==> config.mk <==
export PLATFORM = sky130hd
export DESIGN_NAME = multi_channel_timer_pwm
export DESIGN_NICKNAME = d
export VERILOG_FILES = /design/src/hw/timer_pwm_pkg.sv /design/src/hw/multi_channel_timer_pwm.sv /design/src/hw/channel_counter.sv
export SDC_FILE = /design/constraint.sdc
export NUM_CORES = 1
export LEC_CHECK = 0
export BUFFER_PORTS_ARGS = -buffer_cell sky130_fd_sc_hd__buf_2
export CAP_MARGIN = 20
export CELL_PAD_IN_SITES_DETAIL_PLACEMENT = 1
export CELL_PAD_IN_SITES_GLOBAL_PLACEMENT = 2
export CORE_AREA = 2 2 295 268
export CTS_BUF_LIST = sky130_fd_sc_hd__clkbuf_8
export CTS_CLUSTER_DIAMETER = 60
export DETAILED_ROUTE_END_ITERATION = 8
export DIE_AREA = 0 0 297 270
export PLACE_DENSITY = 0.67
export SETUP_SLACK_MARGIN = 0.2
export SKIP_LAST_GASP = 1
export SLEW_MARGIN = 10
export SYNTH_ARGS = -nofsm -noshare
export SYNTH_HDL_FRONTEND = slang
export SYNTH_SLANG_ARGS = --single-unit
export TNS_END_PERCENT = 20
==> constraint.sdc <==
create_clock -name core_clk -period 34.5 [get_ports core_clk]
set_clock_uncertainty 0.1 [all_clocks]
set_input_delay 3.45 -clock core_clk [delete_from_list [all_inputs] [get_ports core_clk]]
set_output_delay 3.45 -clock core_clk [all_outputs]
set_load 0.05 [all_outputs]
==> src/hw/timer_pwm_pkg.sv <==
/*
  package for the five-channel timer and pwm block: register offsets,
  field positions, reset values and mode codes.
  assumes an apb slave with 32-bit data and word-aligned registers.
*/
package timer_pwm_pkg;

  localparam int CHANNELS = 5;
  localparam int CNT_W = 16;

  // ==========================================================
  // shared registers
  localparam logic [7:0] START_OFFS = 8'h00;
  localparam logic [7:0] SYNC_OFFS = 8'h04;
  localparam logic [7:0] MODE_OFFS = 8'h08;
  localparam logic [7:0] BUFFER_OFFS = 8'h0C;
  localparam logic [7:0] PINS_OFFS = 8'h10;
  // ==========================================================
  // per-channel block: base + 16 * channel
  localparam logic [7:0] CHAN_BASE = 8'h20;
  localparam logic [7:0] CTRL_OFFS = 8'h0;
  localparam logic [7:0] COUNT_OFFS = 8'h4;
  localparam logic [7:0] GRA_OFFS = 8'h8;
  localparam logic [7:0] GRB_OFFS = 8'hC;
  localparam logic [7:0] CHAN_LAST = 8'h6C;
  // buffer registers of channels 3 and 4
  localparam logic [7:0] BUF_BASE = 8'h70;

  // ==========================================================
  // control register fields
  localparam int CLR_LO_POS = 0;
  localparam int CLR_HI_POS = 1;
  localparam int PWM_EN_POS = 2;

  // mode register fields
  localparam int COMBINED_LO_POS = 0;
  localparam int POL3_POS = 4;
  localparam int POL4_POS = 5;

  localparam logic [CNT_W-1:0] COUNT_RESET = 16'h0000;
  localparam logic [CNT_W-1:0] GR_RESET = 16'hFFFF;

  typedef enum logic [1:0]
  {
    CLEAR_NONE = 2'b00,
    CLEAR_ON_A = 2'b01,
    CLEAR_ON_B = 2'b10,
    CLEAR_SYNC = 2'b11
  } clear_sel_e;

  typedef enum logic [1:0]
  {
    COMBINED_OFF = 2'b00,
    COMBINED_RESET_SYNC = 2'b10,
    COMBINED_COMPLEMENT = 2'b11
  } combined_mode_e;

endpackage

==> src/hw/multi_channel_timer_pwm.sv <==
/*
  five-channel 16-bit timer with sync preset/clear, per-channel pwm,
  reset-synchronised and complementary pwm on channels 3 and 4.
  assumes an apb master on core_clk; outputs go straight to pins.
*/
// Our own choices: the APB register port and the register addresses.
`timescale 1ns/1ns
module multi_channel_timer_pwm #(
  parameter int CHANNELS = timer_pwm_pkg::CHANNELS,
  parameter int CNT_W = timer_pwm_pkg::CNT_W
) (
  input wire logic core_clk,
  input wire logic reset,
  input wire logic psel,
  input wire logic penable,
  input wire logic pwrite,
  input wire logic [7:0] paddr,
  input wire logic [31:0] pwdata,
  output logic [31:0] prdata,
  output logic pready,
  output logic pslverr,
  output logic [CHANNELS-1:0] compare_pin_a,
  output logic [CHANNELS-1:0] compare_pin_a_oe,
  output logic compare_pin_b3,
  output logic compare_pin_b4,
  output logic ch4_aux_out_a,
  output logic ch4_aux_out_b,
  output logic [5:0] combined_oe
);

  initial
  begin
    if (CHANNELS != 5 || CNT_W != 16)
      $error("block serves five 16-bit channels only");
  end

  // ==========================================================
  // bus decode
  wire access = psel && penable && !pready;
  wire wr = access && pwrite;
  wire in_chan = paddr >= timer_pwm_pkg::CHAN_BASE && paddr <= timer_pwm_pkg::CHAN_LAST;
  wire [7:0] chan_rel = paddr - timer_pwm_pkg::CHAN_BASE;
  wire [2:0] chan_idx = chan_rel[6:4];
  wire [7:0] chan_field = {4'h0, chan_rel[3:0]};
  wire in_buf = paddr[1:0] == 2'b00 && paddr >= timer_pwm_pkg::BUF_BASE && paddr <= 8'h7C;
  wire [1:0] buf_idx = paddr[3:2];
  wire wr_start = wr && paddr == timer_pwm_pkg::START_OFFS;
  wire wr_sync = wr && paddr == timer_pwm_pkg::SYNC_OFFS;
  wire wr_mode = wr && paddr == timer_pwm_pkg::MODE_OFFS;
  wire wr_bufen = wr && paddr == timer_pwm_pkg::BUFFER_OFFS;
  wire mapped = paddr[1:0] == 2'b00 && (paddr <= timer_pwm_pkg::PINS_OFFS || in_chan || in_buf);

  // ==========================================================
  // shared registers
  logic [CHANNELS-1:0] run_reg;
  logic [CHANNELS-1:0] sync_reg;
  logic [5:0] mode_reg;
  logic buffer_en_reg;
  logic [31:0] prdata_reg;
  logic pready_reg;
  logic pslverr_reg;

  wire [1:0] combined = mode_reg[1:0];
  wire pol3 = mode_reg[timer_pwm_pkg::POL3_POS];
  wire pol4 = mode_reg[timer_pwm_pkg::POL4_POS];
  wire rsync = combined == timer_pwm_pkg::COMBINED_RESET_SYNC;
  wire cmpl = combined == timer_pwm_pkg::COMBINED_COMPLEMENT;

  always_ff @(posedge core_clk or posedge reset)
  begin
    if (reset)
    begin
      run_reg <= '0;
      sync_reg <= '0;
      mode_reg <= '0;
      buffer_en_reg <= 1'b0;
    end
    else
    begin
      if (wr_start)
        run_reg <= pwdata[CHANNELS-1:0];
      if (wr_sync)
        sync_reg <= pwdata[CHANNELS-1:0];
      if (wr_mode)
        mode_reg <= pwdata[5:0];
      if (wr_bufen)
        buffer_en_reg <= pwdata[0];
    end
  end

  // ==========================================================
  // per-channel state
  logic [2:0] ctrl_reg [CHANNELS];
  logic [CNT_W-1:0] gra_reg [CHANNELS];
  logic [CNT_W-1:0] grb_reg [CHANNELS];
  logic [CNT_W-1:0] buf_reg [4];
  logic [CNT_W-1:0] count [CHANNELS];
  logic [CHANNELS-1:0] match_a;
  logic [CHANNELS-1:0] match_b;
  logic [CHANNELS-1:0] own_clear;
  logic [CHANNELS-1:0] chan_clear;
  logic [CHANNELS-1:0] count_wr;
  logic [CHANNELS-1:0] pwm_out_reg;
  logic [CHANNELS-1:0] pwm_en_bits;
  logic down_reg;

  wire [CNT_W-1:0] wr_value = pwdata[CNT_W-1:0];
  wire any_sync_wr = |(count_wr & sync_reg);
  wire any_sync_clear = |(own_clear & sync_reg);
  wire [CNT_W-1:0] ch3 = count[3];
  wire [CNT_W-1:0] ch4 = count[4];
  // direction turns at ch3 A match and at ch4 reaching zero
  wire turn_down = cmpl && !down_reg && run_reg[3] && ch3 == gra_reg[3];
  wire turn_up = cmpl && down_reg && run_reg[4] && ch4 == '0;
  wire rsync_clear = rsync && run_reg[3] && ch3 == gra_reg[3];
  // buffered reload at ch3 A match in either combined mode, and also at ch4 zero in complementary mode
  wire buf_load = buffer_en_reg && (rsync_clear || turn_down || turn_up);

  genvar ch;
  generate
    for (ch = 0; ch < CHANNELS; ch++)
    begin : g_chan
      wire sel = in_chan && chan_idx == 3'(ch);
      wire [1:0] clr_sel = ctrl_reg[ch][1:0];
      assign pwm_en_bits[ch] = ctrl_reg[ch][timer_pwm_pkg::PWM_EN_POS];
      wire in_comb = ch >= 3 && combined[1];
      assign count_wr[ch] = wr && sel && chan_field == timer_pwm_pkg::COUNT_OFFS;
      // compare fires at the last cycle of the matching value, while counting
      assign match_a[ch] = run_reg[ch] && count[ch] == gra_reg[ch];
      assign match_b[ch] = run_reg[ch] && count[ch] == grb_reg[ch];
      assign own_clear[ch] = !in_comb &&
        ((clr_sel == timer_pwm_pkg::CLEAR_ON_A && match_a[ch]) ||
         (clr_sel == timer_pwm_pkg::CLEAR_ON_B && match_b[ch]));
      // synced clear follows a synced own clear; in reset-sync mode ch3 ends its period at A
      assign chan_clear[ch] = own_clear[ch] || (ch == 3 && rsync_clear) ||
        (!in_comb && sync_reg[ch] && clr_sel == timer_pwm_pkg::CLEAR_SYNC && any_sync_clear);
      channel_counter #(
        .CNT_W(CNT_W)
      ) u_counter (
        .core_clk(core_clk),
        .reset(reset),
        .run(run_reg[ch]),
        // synced preset from any synced write
        .preset(count_wr[ch] || (sync_reg[ch] && any_sync_wr && !in_comb)),
        .preset_value(wr_value),
        .clear(chan_clear[ch]),
        .count_down(ch >= 3 && cmpl && (down_reg || turn_down) && !turn_up),
        .count(count[ch])
      );

      always_ff @(posedge core_clk or posedge reset)
      begin
        if (reset)
        begin
          ctrl_reg[ch] <= '0;
          gra_reg[ch] <= timer_pwm_pkg::GR_RESET;
          grb_reg[ch] <= timer_pwm_pkg::GR_RESET;
          pwm_out_reg[ch] <= 1'b0;
        end
        else
        begin
          if (wr && sel && chan_field == timer_pwm_pkg::CTRL_OFFS)
            ctrl_reg[ch] <= pwdata[2:0];
          if (wr && sel && chan_field == timer_pwm_pkg::GRA_OFFS)
            gra_reg[ch] <= wr_value;
          else if (ch >= 3 && buf_load)
            gra_reg[ch] <= buf_reg[ch == 4 ? 2 : 0];
          if (wr && sel && chan_field == timer_pwm_pkg::GRB_OFFS)
            grb_reg[ch] <= wr_value;
          else if (ch >= 3 && buf_load)
            grb_reg[ch] <= buf_reg[ch == 4 ? 3 : 1];
          // set on A, clear on B; 0% and 100% follow
          // equal registers match together, so the level holds
          if (match_a[ch] != match_b[ch])
            pwm_out_reg[ch] <= match_a[ch];
        end
      end
    end
  endgenerate

  // ==========================================================
  // buffer registers and count direction
  always_ff @(posedge core_clk or posedge reset)
  begin
    if (reset)
    begin
      for (int i = 0; i < 4; i++)
        buf_reg[i] <= timer_pwm_pkg::GR_RESET;
      down_reg <= 1'b0;
    end
    else
    begin
      if (wr && in_buf)
        buf_reg[buf_idx] <= wr_value;
      if (!cmpl)
        down_reg <= 1'b0;
      else if (turn_down)
        down_reg <= 1'b1;
      else if (turn_up)
        down_reg <= 1'b0;
    end
  end

  // ==========================================================
  // combined pair levels
  logic [2:0] pair_reg;
  logic [2:0] prime_reg;
  wire [CNT_W-1:0] pair_cmp [3];
  assign pair_cmp[0] = grb_reg[3];
  assign pair_cmp[1] = gra_reg[4];
  assign pair_cmp[2] = grb_reg[4];

  always_ff @(posedge core_clk or posedge reset)
  begin
    if (reset)
    begin
      pair_reg <= '0;
      prime_reg <= '0;
    end
    else if (rsync)
    begin
      for (int p = 0; p < 3; p++)
      begin
        // ch3 counter compares set, clear drops all
        if (rsync_clear)
          pair_reg[p] <= 1'b0;
        else if (run_reg[3] && ch3 == pair_cmp[p])
          pair_reg[p] <= 1'b1;
      end
      prime_reg <= '1;
    end
    else if (cmpl)
    begin
      for (int p = 0; p < 3; p++)
      begin
        // primary active only while ch3 below compare
        if (run_reg[3] && ch3 == pair_cmp[p])
          pair_reg[p] <= down_reg;
        // primed follows ch4, offset is the dead time
        if (run_reg[4] && ch4 == pair_cmp[p])
          prime_reg[p] <= down_reg;
      end
    end
    else
    begin
      pair_reg <= '0;
      prime_reg <= '1;
    end
  end
  // reset-sync primed is the inverse; polarity
  wire [2:0] prime_lvl = rsync ? ~pair_reg : ~prime_reg;
  wire [2:0] pol = {pol4, pol4, pol3};
  wire [2:0] pri_pin = pair_reg ^ ~pol;
  wire [2:0] sec_pin = prime_lvl ^ ~pol;

  // ==========================================================
  // pin drive and bus answer
  logic [CHANNELS-1:0] pin_a_reg;
  logic [CHANNELS-1:0] pin_a_oe_reg;
  logic [3:0] aux_reg;
  logic [5:0] comb_oe_reg;
  logic [31:0] rd_value;

  always_comb
  begin
    rd_value = '0;
    if (paddr == timer_pwm_pkg::START_OFFS)
      rd_value = {27'h0, run_reg};
    else if (paddr == timer_pwm_pkg::SYNC_OFFS)
      rd_value = {27'h0, sync_reg};
    else if (paddr == timer_pwm_pkg::MODE_OFFS)
      rd_value = {25'h0, down_reg, mode_reg};
    else if (paddr == timer_pwm_pkg::BUFFER_OFFS)
      rd_value = {31'h0, buffer_en_reg};
    else if (paddr == timer_pwm_pkg::PINS_OFFS)
      rd_value = {21'h0, pin_a_reg, aux_reg, pin_a_reg[1:0]};
    else if (in_chan && chan_idx < 3'd5 && chan_field == timer_pwm_pkg::CTRL_OFFS)
      rd_value = {29'h0, ctrl_reg[chan_idx]};
    else if (in_chan && chan_idx < 3'd5 && chan_field == timer_pwm_pkg::COUNT_OFFS)
      rd_value = {16'h0, count[chan_idx]};
    else if (in_chan && chan_idx < 3'd5 && chan_field == timer_pwm_pkg::GRA_OFFS)
      rd_value = {16'h0, gra_reg[chan_idx]};
    else if (in_chan && chan_idx < 3'd5 && chan_field == timer_pwm_pkg::GRB_OFFS)
      rd_value = {16'h0, grb_reg[chan_idx]};
    else if (in_buf)
      rd_value = {16'h0, buf_reg[buf_idx]};
  end

  always_ff @(posedge core_clk or posedge reset)
  begin
    if (reset)
    begin
      prdata_reg <= '0;
      pready_reg <= 1'b0;
      pslverr_reg <= 1'b0;
      pin_a_reg <= '0;
      pin_a_oe_reg <= '0;
      aux_reg <= '0;
      comb_oe_reg <= '0;
    end
    else
    begin
      // one wait state: ready the cycle after penable rises
      pready_reg <= psel && penable && !pready_reg;
      pslverr_reg <= psel && penable && !pready_reg && !mapped;
      if (psel && penable && !pready_reg)
        prdata_reg <= pwrite ? 32'h0 : rd_value;
      pin_a_reg <= pwm_out_reg;
      pin_a_oe_reg <= pwm_en_bits;
      // combined modes own all six pins
      if (combined[1])
      begin
        pin_a_reg[3] <= pri_pin[0];
        pin_a_reg[4] <= pri_pin[1];
        pin_a_oe_reg[4:3] <= 2'b11;
        aux_reg <= {sec_pin[2], sec_pin[1], pri_pin[2], sec_pin[0]};
        comb_oe_reg <= 6'h3F;
      end
      else
      begin
        aux_reg <= '0;
        comb_oe_reg <= '0;
      end
    end
  end

  assign prdata = prdata_reg;
  assign pready = pready_reg;
  assign pslverr = pslverr_reg;
  assign compare_pin_a = pin_a_reg;
  assign compare_pin_a_oe = pin_a_oe_reg;
  assign compare_pin_b3 = aux_reg[0];
  assign compare_pin_b4 = aux_reg[1];
  assign ch4_aux_out_a = aux_reg[2];
  assign ch4_aux_out_b = aux_reg[3];
  assign combined_oe = comb_oe_reg;

endmodule // multi_channel_timer_pwm

==> src/hw/channel_counter.sv <==
/*
  one 16-bit channel counter with preset, clear and up/down count.
  assumes the caller resolves preset, clear and direction each cycle.
*/
`timescale 1ns/1ns
module channel_counter #(
  parameter int CNT_W = 16
) (
  input wire logic core_clk,
  input wire logic reset,
  input wire logic run,
  input wire logic preset,
  input wire logic [CNT_W-1:0] preset_value,
  input wire logic clear,
  input wire logic count_down,
  output logic [CNT_W-1:0] count
);

  initial
  begin
    if (CNT_W < 2)
    begin
      $error("counter width too small");
    end
  end

  logic [CNT_W-1:0] count_reg;
  logic [CNT_W-1:0] count_next;

  // ==========================================================
  // preset beats clear beats counting
  assign count_next = preset ? preset_value :
                      clear ? '0 :
                      !run ? count_reg :
                      count_down ? count_reg - 1'b1 : count_reg + 1'b1;

  always_ff @(posedge core_clk or posedge reset)
  begin
    if (reset)
    begin
      count_reg <= '0;
    end
    else
    begin
      count_reg <= count_next;
    end
  end

  assign count = count_reg;

endmodule // channel_counter

Word level (Yosys, flattened, before mapping)
Cells that the tools add are included.
{"block": "totals", "register_bits": 402, "output_inout_bits": 54}
{"block": "classes", "n_addsub": 8, "order_cmp": 9, "n_eq_ne": 56, "mux": 78, "n_bitwise": 9, "n_reduce_logical": 149}
{"operator": "two-way mux 16 bit", "n": 44}
{"operator": "equality test 16 bit", "n": 13}
{"operator": "binary-select mux 16 bit (select 3 bit)", "n": 3}
{"operator": "logical AND 1 bit", "n": 104}
{"operator": "adder 16 x 1 -> 16 bit, second input constant", "n": 5}
{"operator": "bitwise mux 64 bit", "n": 1}
{"operator": "binary-select mux 16 bit (select 2 bit)", "n": 1}
{"operator": "demux 16 bit (select 2 bit)", "n": 1}
{"operator": "two-way mux 32 bit", "n": 1}
{"operator": "subtractor 16 x 1 -> 16 bit, second input constant", "n": 2}
{"operator": "equality test 2 bit, second input constant", "n": 12}
{"operator": "logical OR 1 bit", "n": 21}
{"operator": "two-way mux 3 bit", "n": 7}
{"operator": "!= test 3 x 2 -> 1 bit, second input constant", "n": 6}
{"operator": "equality test 8 x 4 -> 1 bit, second input constant", "n": 2}
{"operator": "<= comparator 8 x 7 -> 1 bit, second input constant", "n": 2}
{"operator": "logical NOT 16 bit", "n": 1}
{"operator": "logical NOT 8 bit", "n": 2}
{"operator": "two-way mux 1 bit", "n": 15}
{"operator": "nonzero test 3 bit", "n": 5}
{"operator": "!= test 3 x 1 -> 1 bit, second input constant", "n": 4}
{"operator": "AND 5 bit", "n": 2}
{"operator": "equality test 2 x 1 -> 1 bit, second input constant", "n": 5}
{"operator": "OR reduction 5 bit", "n": 2}
{"operator": "29 further kinds", "n": 48}

Longest topological paths before layout
{"block": "logic_depth", "depth_word": 15, "mapped_depth": 18}

By module
From an unflattened synthesis, not the netlist that was laid out.
{"block": "hier_totals", "hier_cells": 2597, "area_unflattened_um2": 25963.7}
{"module": "multi_channel_timer_pwm", "instances": 1, "cells_per_inst": 1723, "area_per_inst_um2": 18730.5, "seq_area_each_um2": 7812.5}
{"module": "channel_counter (g_chan[1].u_counter ...)", "instances": 4, "cells_per_inst": 177, "area_per_inst_um2": 1445.1, "seq_area_each_um2": 400.4}
{"module": "channel_counter (g_chan[0].u_counter)", "instances": 1, "cells_per_inst": 166, "area_per_inst_um2": 1452.6, "seq_area_each_um2": 400.4}

Worst setup path before layout
No wires, ideal clock.
{"block": "synth_path", "kind": "input -> register", "from": "input paddr[5]", "to": "register g_chan[2].u_counter.count_reg[1]", "setup_time_ns": 0.127, "t_arrival_ns": 7.054, "required_ns": 34.273, "path_slack_ns": 27.218, "path_stages": 18, "cell_sequence": "buf_2 -> buf_2 -> buf_2 -> inv_1 -> clkbuf_1 -> clkbuf_1 -> ha_1 -> clkbuf_1 -> nor3b_2 -> and2_1 -> a32oi_1 -> a211o_1 -> and2_1 -> clkbuf_1 -> a21boi_1 -> nor2_2 -> buf_2 -> o21ai_0"}
{"block": "synth_via", "elab_chain_cells": 10, "word_cells_on_any_way": 30, "classes_between": "1 x add/sub; 2 x order compare; 4 x eq/ne; 1 x mux; 1 x bitwise; 21 x reduce/logical"}
{"element": "start, declared", "line": "multi_channel_timer_pwm.sv:17", "source": "input wire logic [7:0] paddr,"}
{"element": "subtractor 7 x 6 -> 7 bit, or another cell as far along", "line": "multi_channel_timer_pwm.sv:42", "source": "wire [7:0] chan_rel = paddr - timer_pwm_pkg::CHAN_BASE;"}
{"element": "equality test 3 x 1 -> 1 bit, or another cell as far along", "line": "multi_channel_timer_pwm.sv:123", "source": "wire sel = in_chan && chan_idx == 3'(ch);"}
{"element": "logical AND 1 bit", "line": "multi_channel_timer_pwm.sv:123"}
{"element": "logical AND 1 bit (2 in series)", "line": "multi_channel_timer_pwm.sv:127", "source": "assign count_wr[ch] = wr && sel && chan_field == timer_pwm_pkg::COUNT_OFFS;"}
{"element": "AND 5 bit", "line": "multi_channel_timer_pwm.sv:108", "source": "wire any_sync_wr = |(count_wr & sync_reg);"}
{"element": "OR reduction 5 bit", "line": "multi_channel_timer_pwm.sv:108"}
{"element": "logical AND 1 bit", "line": "multi_channel_timer_pwm.sv:144", "source": ".preset(count_wr[ch] || (sync_reg[ch] && any_sync_wr && !in_comb)),"}
{"element": "logical OR 1 bit (*)", "line": "multi_channel_timer_pwm.sv:144"}
{"element": "nonzero test 3 bit (no line) or two-way mux 16 bit (tied branches)"}
{"element": "end signal, assigned", "line": "channel_counter.sv:45", "source": "count_reg <= count_next;"}
{"element": "end, declared", "line": "channel_counter.sv:27", "source": "logic [CNT_W-1:0] count_reg;"}
Mark *: on every way between the ends. The rest lies on a longest branch, timed or not.
A chain may end at the register's enable or synchronous reset.

Worst setup path in the final report
{"block": "layout_path", "from": "input paddr[5]", "to": "register g_chan[0].u_counter.count_reg[14]"}
{"block": "layout_via", "elab_chain_cells": 10, "word_cells_on_any_way": 30, "classes_between": "1 x add/sub; 2 x order compare; 4 x eq/ne; 1 x mux; 1 x bitwise; 21 x reduce/logical"}
{"element": "subtractor 7 x 6 -> 7 bit, or another cell as far along", "line": "multi_channel_timer_pwm.sv:42"}
{"element": "equality test 3 x 1 -> 1 bit, or another cell as far along", "line": "multi_channel_timer_pwm.sv:123"}
{"element": "logical AND 1 bit", "line": "multi_channel_timer_pwm.sv:123"}
{"element": "logical AND 1 bit (2 in series)", "line": "multi_channel_timer_pwm.sv:127"}
{"element": "AND 5 bit", "line": "multi_channel_timer_pwm.sv:108"}
{"element": "OR reduction 5 bit", "line": "multi_channel_timer_pwm.sv:108"}
{"element": "logical AND 1 bit", "line": "multi_channel_timer_pwm.sv:144"}
{"element": "logical OR 1 bit (*)", "line": "multi_channel_timer_pwm.sv:144"}
{"element": "nonzero test 3 bit (no line) or two-way mux 16 bit (tied branches)"}
{"element": "end signal, assigned", "line": "channel_counter.sv:45"}
{"element": "end, declared", "line": "channel_counter.sv:27"}
Marks and branches as above.

==> results.yml <==
status:
  status: "completed"
drt:
  via_per_inst: 5.749
  vias: 20512
  drt_iter0_markers: 1710
  drt_wl_total_mm: 105.0
  drc: 0
  wl_per_cell_um: 29.42
  firstDrtPassIters: 7
  antenna_left: 0
die:
  initial_core_util_pct: 31.70
  core_sq_um: 77190
  fp.dieH_um: 270
  io-pin-count: 99
  die_x_um: 297
  rows: 97
  design.die.area_sq_um: 80190
synthesis:
  netlist_top_cells_area: "dfstp_2 24%, dfrtp_1 16%, mux2_2 8.3%"
  synthXorXnorAreaFrac_pct: 9.557
  yosys_warnings: 0
  synth_seq_area_share_pct: 40.11
  synthAdderAreaFrac_pct: 2.015
  synth_top_family_by_area: "multiplexers"
  synth_area_leader_cell: "dfstp_2"
  synth_edf_count: 0
  synth_seq_cells: 381
  synth_cell_types: 91
  syn-mean-instance-area_sq_um: 9.788
  netlist.area_leader.share_pct: 24.05
  synth_compound_area_share_pct: 13.24
  syn-cell-area_sq_um: 24470
  synthesis.instances: 2500
  yosys.area_share.simple_pct: 14.02
  synthMuxAreaShare_pct: 16.22
  async_reset_ff_share_pct: 100.0
  ys.flop_type: "dfstp_2"
setup_path:
  required_ps: 34890
  crit_path_start_kind: "input port"
  crit_path_end: "g_chan[0].u_counter.count[14]$_DFFE_PP0P_"
  cp-startpoint: "paddr[5]"
  r2r-start: "g_chan[3].u_counter.count[15]$_DFFE_PP0P_"
  rr_endpoint: "g_chan[3].u_counter.count[14]$_DFFE_PP0P_"
  crit_type: "in2reg"
  cp.arrival_ps: 7870
  r2r_setup_slack_ps: 28380
  reg2reg_depth: 15
  critPathMaxFanout: 36
  cp-end-kind: "flop"
power:
  p_per_area_nw_per_um2: 48.92
  leakage_nw: 10.63
  ir_worst_vdd_mv: 0.01907
finish:
  layout-drive-gt1-share_pct: 27.70
  fill_cells: 8748
  layout_commonest_cell: "dfstp_2"
  final_cell_mix: "224 x dfstp_2, 192 x nand2_1, 181 x mux2_2"
  nets: 2547
  area_growth_pct: 10.51
grt:
  antenna_found_initial: 7
  first_global_vias: 20924
  grt_start_max_net_pins: 84
  grt_pass1_wl_mm: 152.4
  grtUsageTotal_pct: 25.85
  overflow: 0
timing:
  setup_tns_ps: 0
  finalHoldViolations: 0
  slew_headroom_pct: 18.84
  setup_viol: 0
  worst_pin_slew_ps: 1206
  fin_ws_ps: 27020
  timing.fmax_mhz: 133.7
  finalCriticalPeriod_ps: 7481
  fin_crit_sh_pct: 21.68
  report.final.slew_viol_count: 0
  rsz0062_at_grt: "no"
clock_network:
  ctsHtreeMaxLevel: 3
  numCtsBuffers: 75
  cts_hold_buf: 0
  root_buffer: "clkbuf_8"
  clk_pin_slew_ps: 60
  clk-insertion-delay-late_ps: 690
  cts_sinks: 381
  post_cts_buffers: 0
  cts_buffer_depth: 3
  ctsResizeCount: 0
  cts_tree: "done"
worst_hold_path:
  hold_path_depth: 0
  min_path_type: "reg2reg"
place:
  globalplace.congestion: 0.9578
  dp.final_hpwl_mm: 76.21
  port_buffers: 66
  pre_cts_ws_ps: 26490
run:
  cap_viol_max_count: 0
## final cells by class
type | count | area [sq um] | share of cell area [%]
clock inverters | 48 | 296.5 | 1.097
flip-flops and latches | 381 | 9814 | 36.29
well taps | 1039 | 1300 | 4.807
inverters | 31 | 123.9 | 0.4581
repair buffers | 117 | 718.2 | 2.656
multi-input cells | 1861 | 13560 | 50.14
diodes | 2 | 5.005 | 0.01851
clock buffers | 89 | 1225 | 4.530
## synth_stat cells, types with 5 or more instances
cell type and n:
a22o_1 6, mux2_2 181, a21o_1 9, a221oi_1 8, dfrtp_1 157, a211oi_1 23
nor3_1 49, a32oi_1 9, a22oi_1 17, dfstp_2 224, nor2_1 166, nand2b_1 24
and2_1 29, xor2_1 97, ha_1 33, o21a_1 15, o22a_1 13, or3_1 13
a31oi_1 15, buf_4 28, mux2i_1 121, buf_2 33, a21oi_1 174, clkbuf_1 156
nand4_1 45, xnor2_1 170, or2_2 12, nor4_1 26, mux4_2 32, a211o_1 5
inv_1 31, o311ai_0 5, nor2b_1 16, o31ai_1 23, nand2_1 193, o31a_1 6
o211ai_1 8, buf_1 23, and4_1 6, o21ai_0 118, nand3_1 56, and3_1 39
## worst min-delay path by stage
stage / startpoint / to / slack [ps]
floorplan: pwm_out_reg[2]$_DFFE_PP0P_ / compare_pin_a[2]$_DFF_PP0_ / 250
global placement: pwm_out_reg[2]$_DFFE_PP0P_ / compare_pin_a[2]$_DFF_PP0_ / 270
detailed placement: pwm_out_reg[2]$_DFFE_PP0P_ / compare_pin_a[2]$_DFF_PP0_ / 280
CTS: pwm_out_reg[2]$_DFFE_PP0P_ / compare_pin_a[2]$_DFF_PP0_ / 270
global route: pwm_out_reg[2]$_DFFE_PP0P_ / compare_pin_a[2]$_DFF_PP0_ / 280
finish: pwm_out_reg[2]$_DFFE_PP0P_ / compare_pin_a[2]$_DFF_PP0_ / 270
## critical path, cell delays in order
cell and delay (ps):
buf_4 460, inv_1 90, buf_4 260, ha_2 530
nand3b_1 180, nor4_2 540, a32oi_1 230, a21oi_1 360
or2_2 360, a21oi_1 250, nor2_1 880, o21ai_0 250
## per-layer routing
metal / track usage [%] / wire (um) / vias to the layer above
li1: - / - / 8845
met1: 36.34 / 47440 / 10728
met2: 40.02 / 46990 / 784
met3: 4.826 / 7306 / 155
met4: 8.240 / 3251 / 0
met5: 0 / 0 / -
## metrics by stage
stage          instances  hold slack [ps]  total power, mW  cell area [sq um]  utilization [%]
2_1_floorplan       2515            254.3           0.7427              24530                -
3_3_place_gp        3428            266.5           0.8454              25510            33.05
3_5_place_dp        3428            275.2           0.8518              25510            33.05
4_1_cts             3565            274.5            1.330              27030            35.02
5_1_grt             3567            281.9            1.384              27040            35.03
6_report            3568            270.5            1.323              27040            35.03
## kinds of logic (layout without fill, tap and decap cells)
| group | after synthesis | in the layout |
|---|---|---|
| and+or+nand+nor | 697 | 697 |
| AOI/OAI and AO/OA | 508 | 508 |
| DFF | 381 | 381 |
| muxes | 334 | 334 |
| buffers and inverters | 273 | 285 |
| xor gates and xnor gates | 267 | 267 |
| adders and majority gates | 39 | 39 |
| other | 1 | 18 |
## power by group
| group | internal [mW] | leakage, nW | total [mW] | switching, mW |
|---|---|---|---|---|
| Sequential | 0.476 | 4.30 | 0.553 | 0.0769 |
| Combinational | 0.121 | 5.44 | 0.299 | 0.178 |
| Clock | 0.257 | 0.885 | 0.472 | 0.215 |
| Total | 0.854 | 10.6 | 1.32 | 0.469 |
No activity file was read; power rests on OpenSTA's default activity.
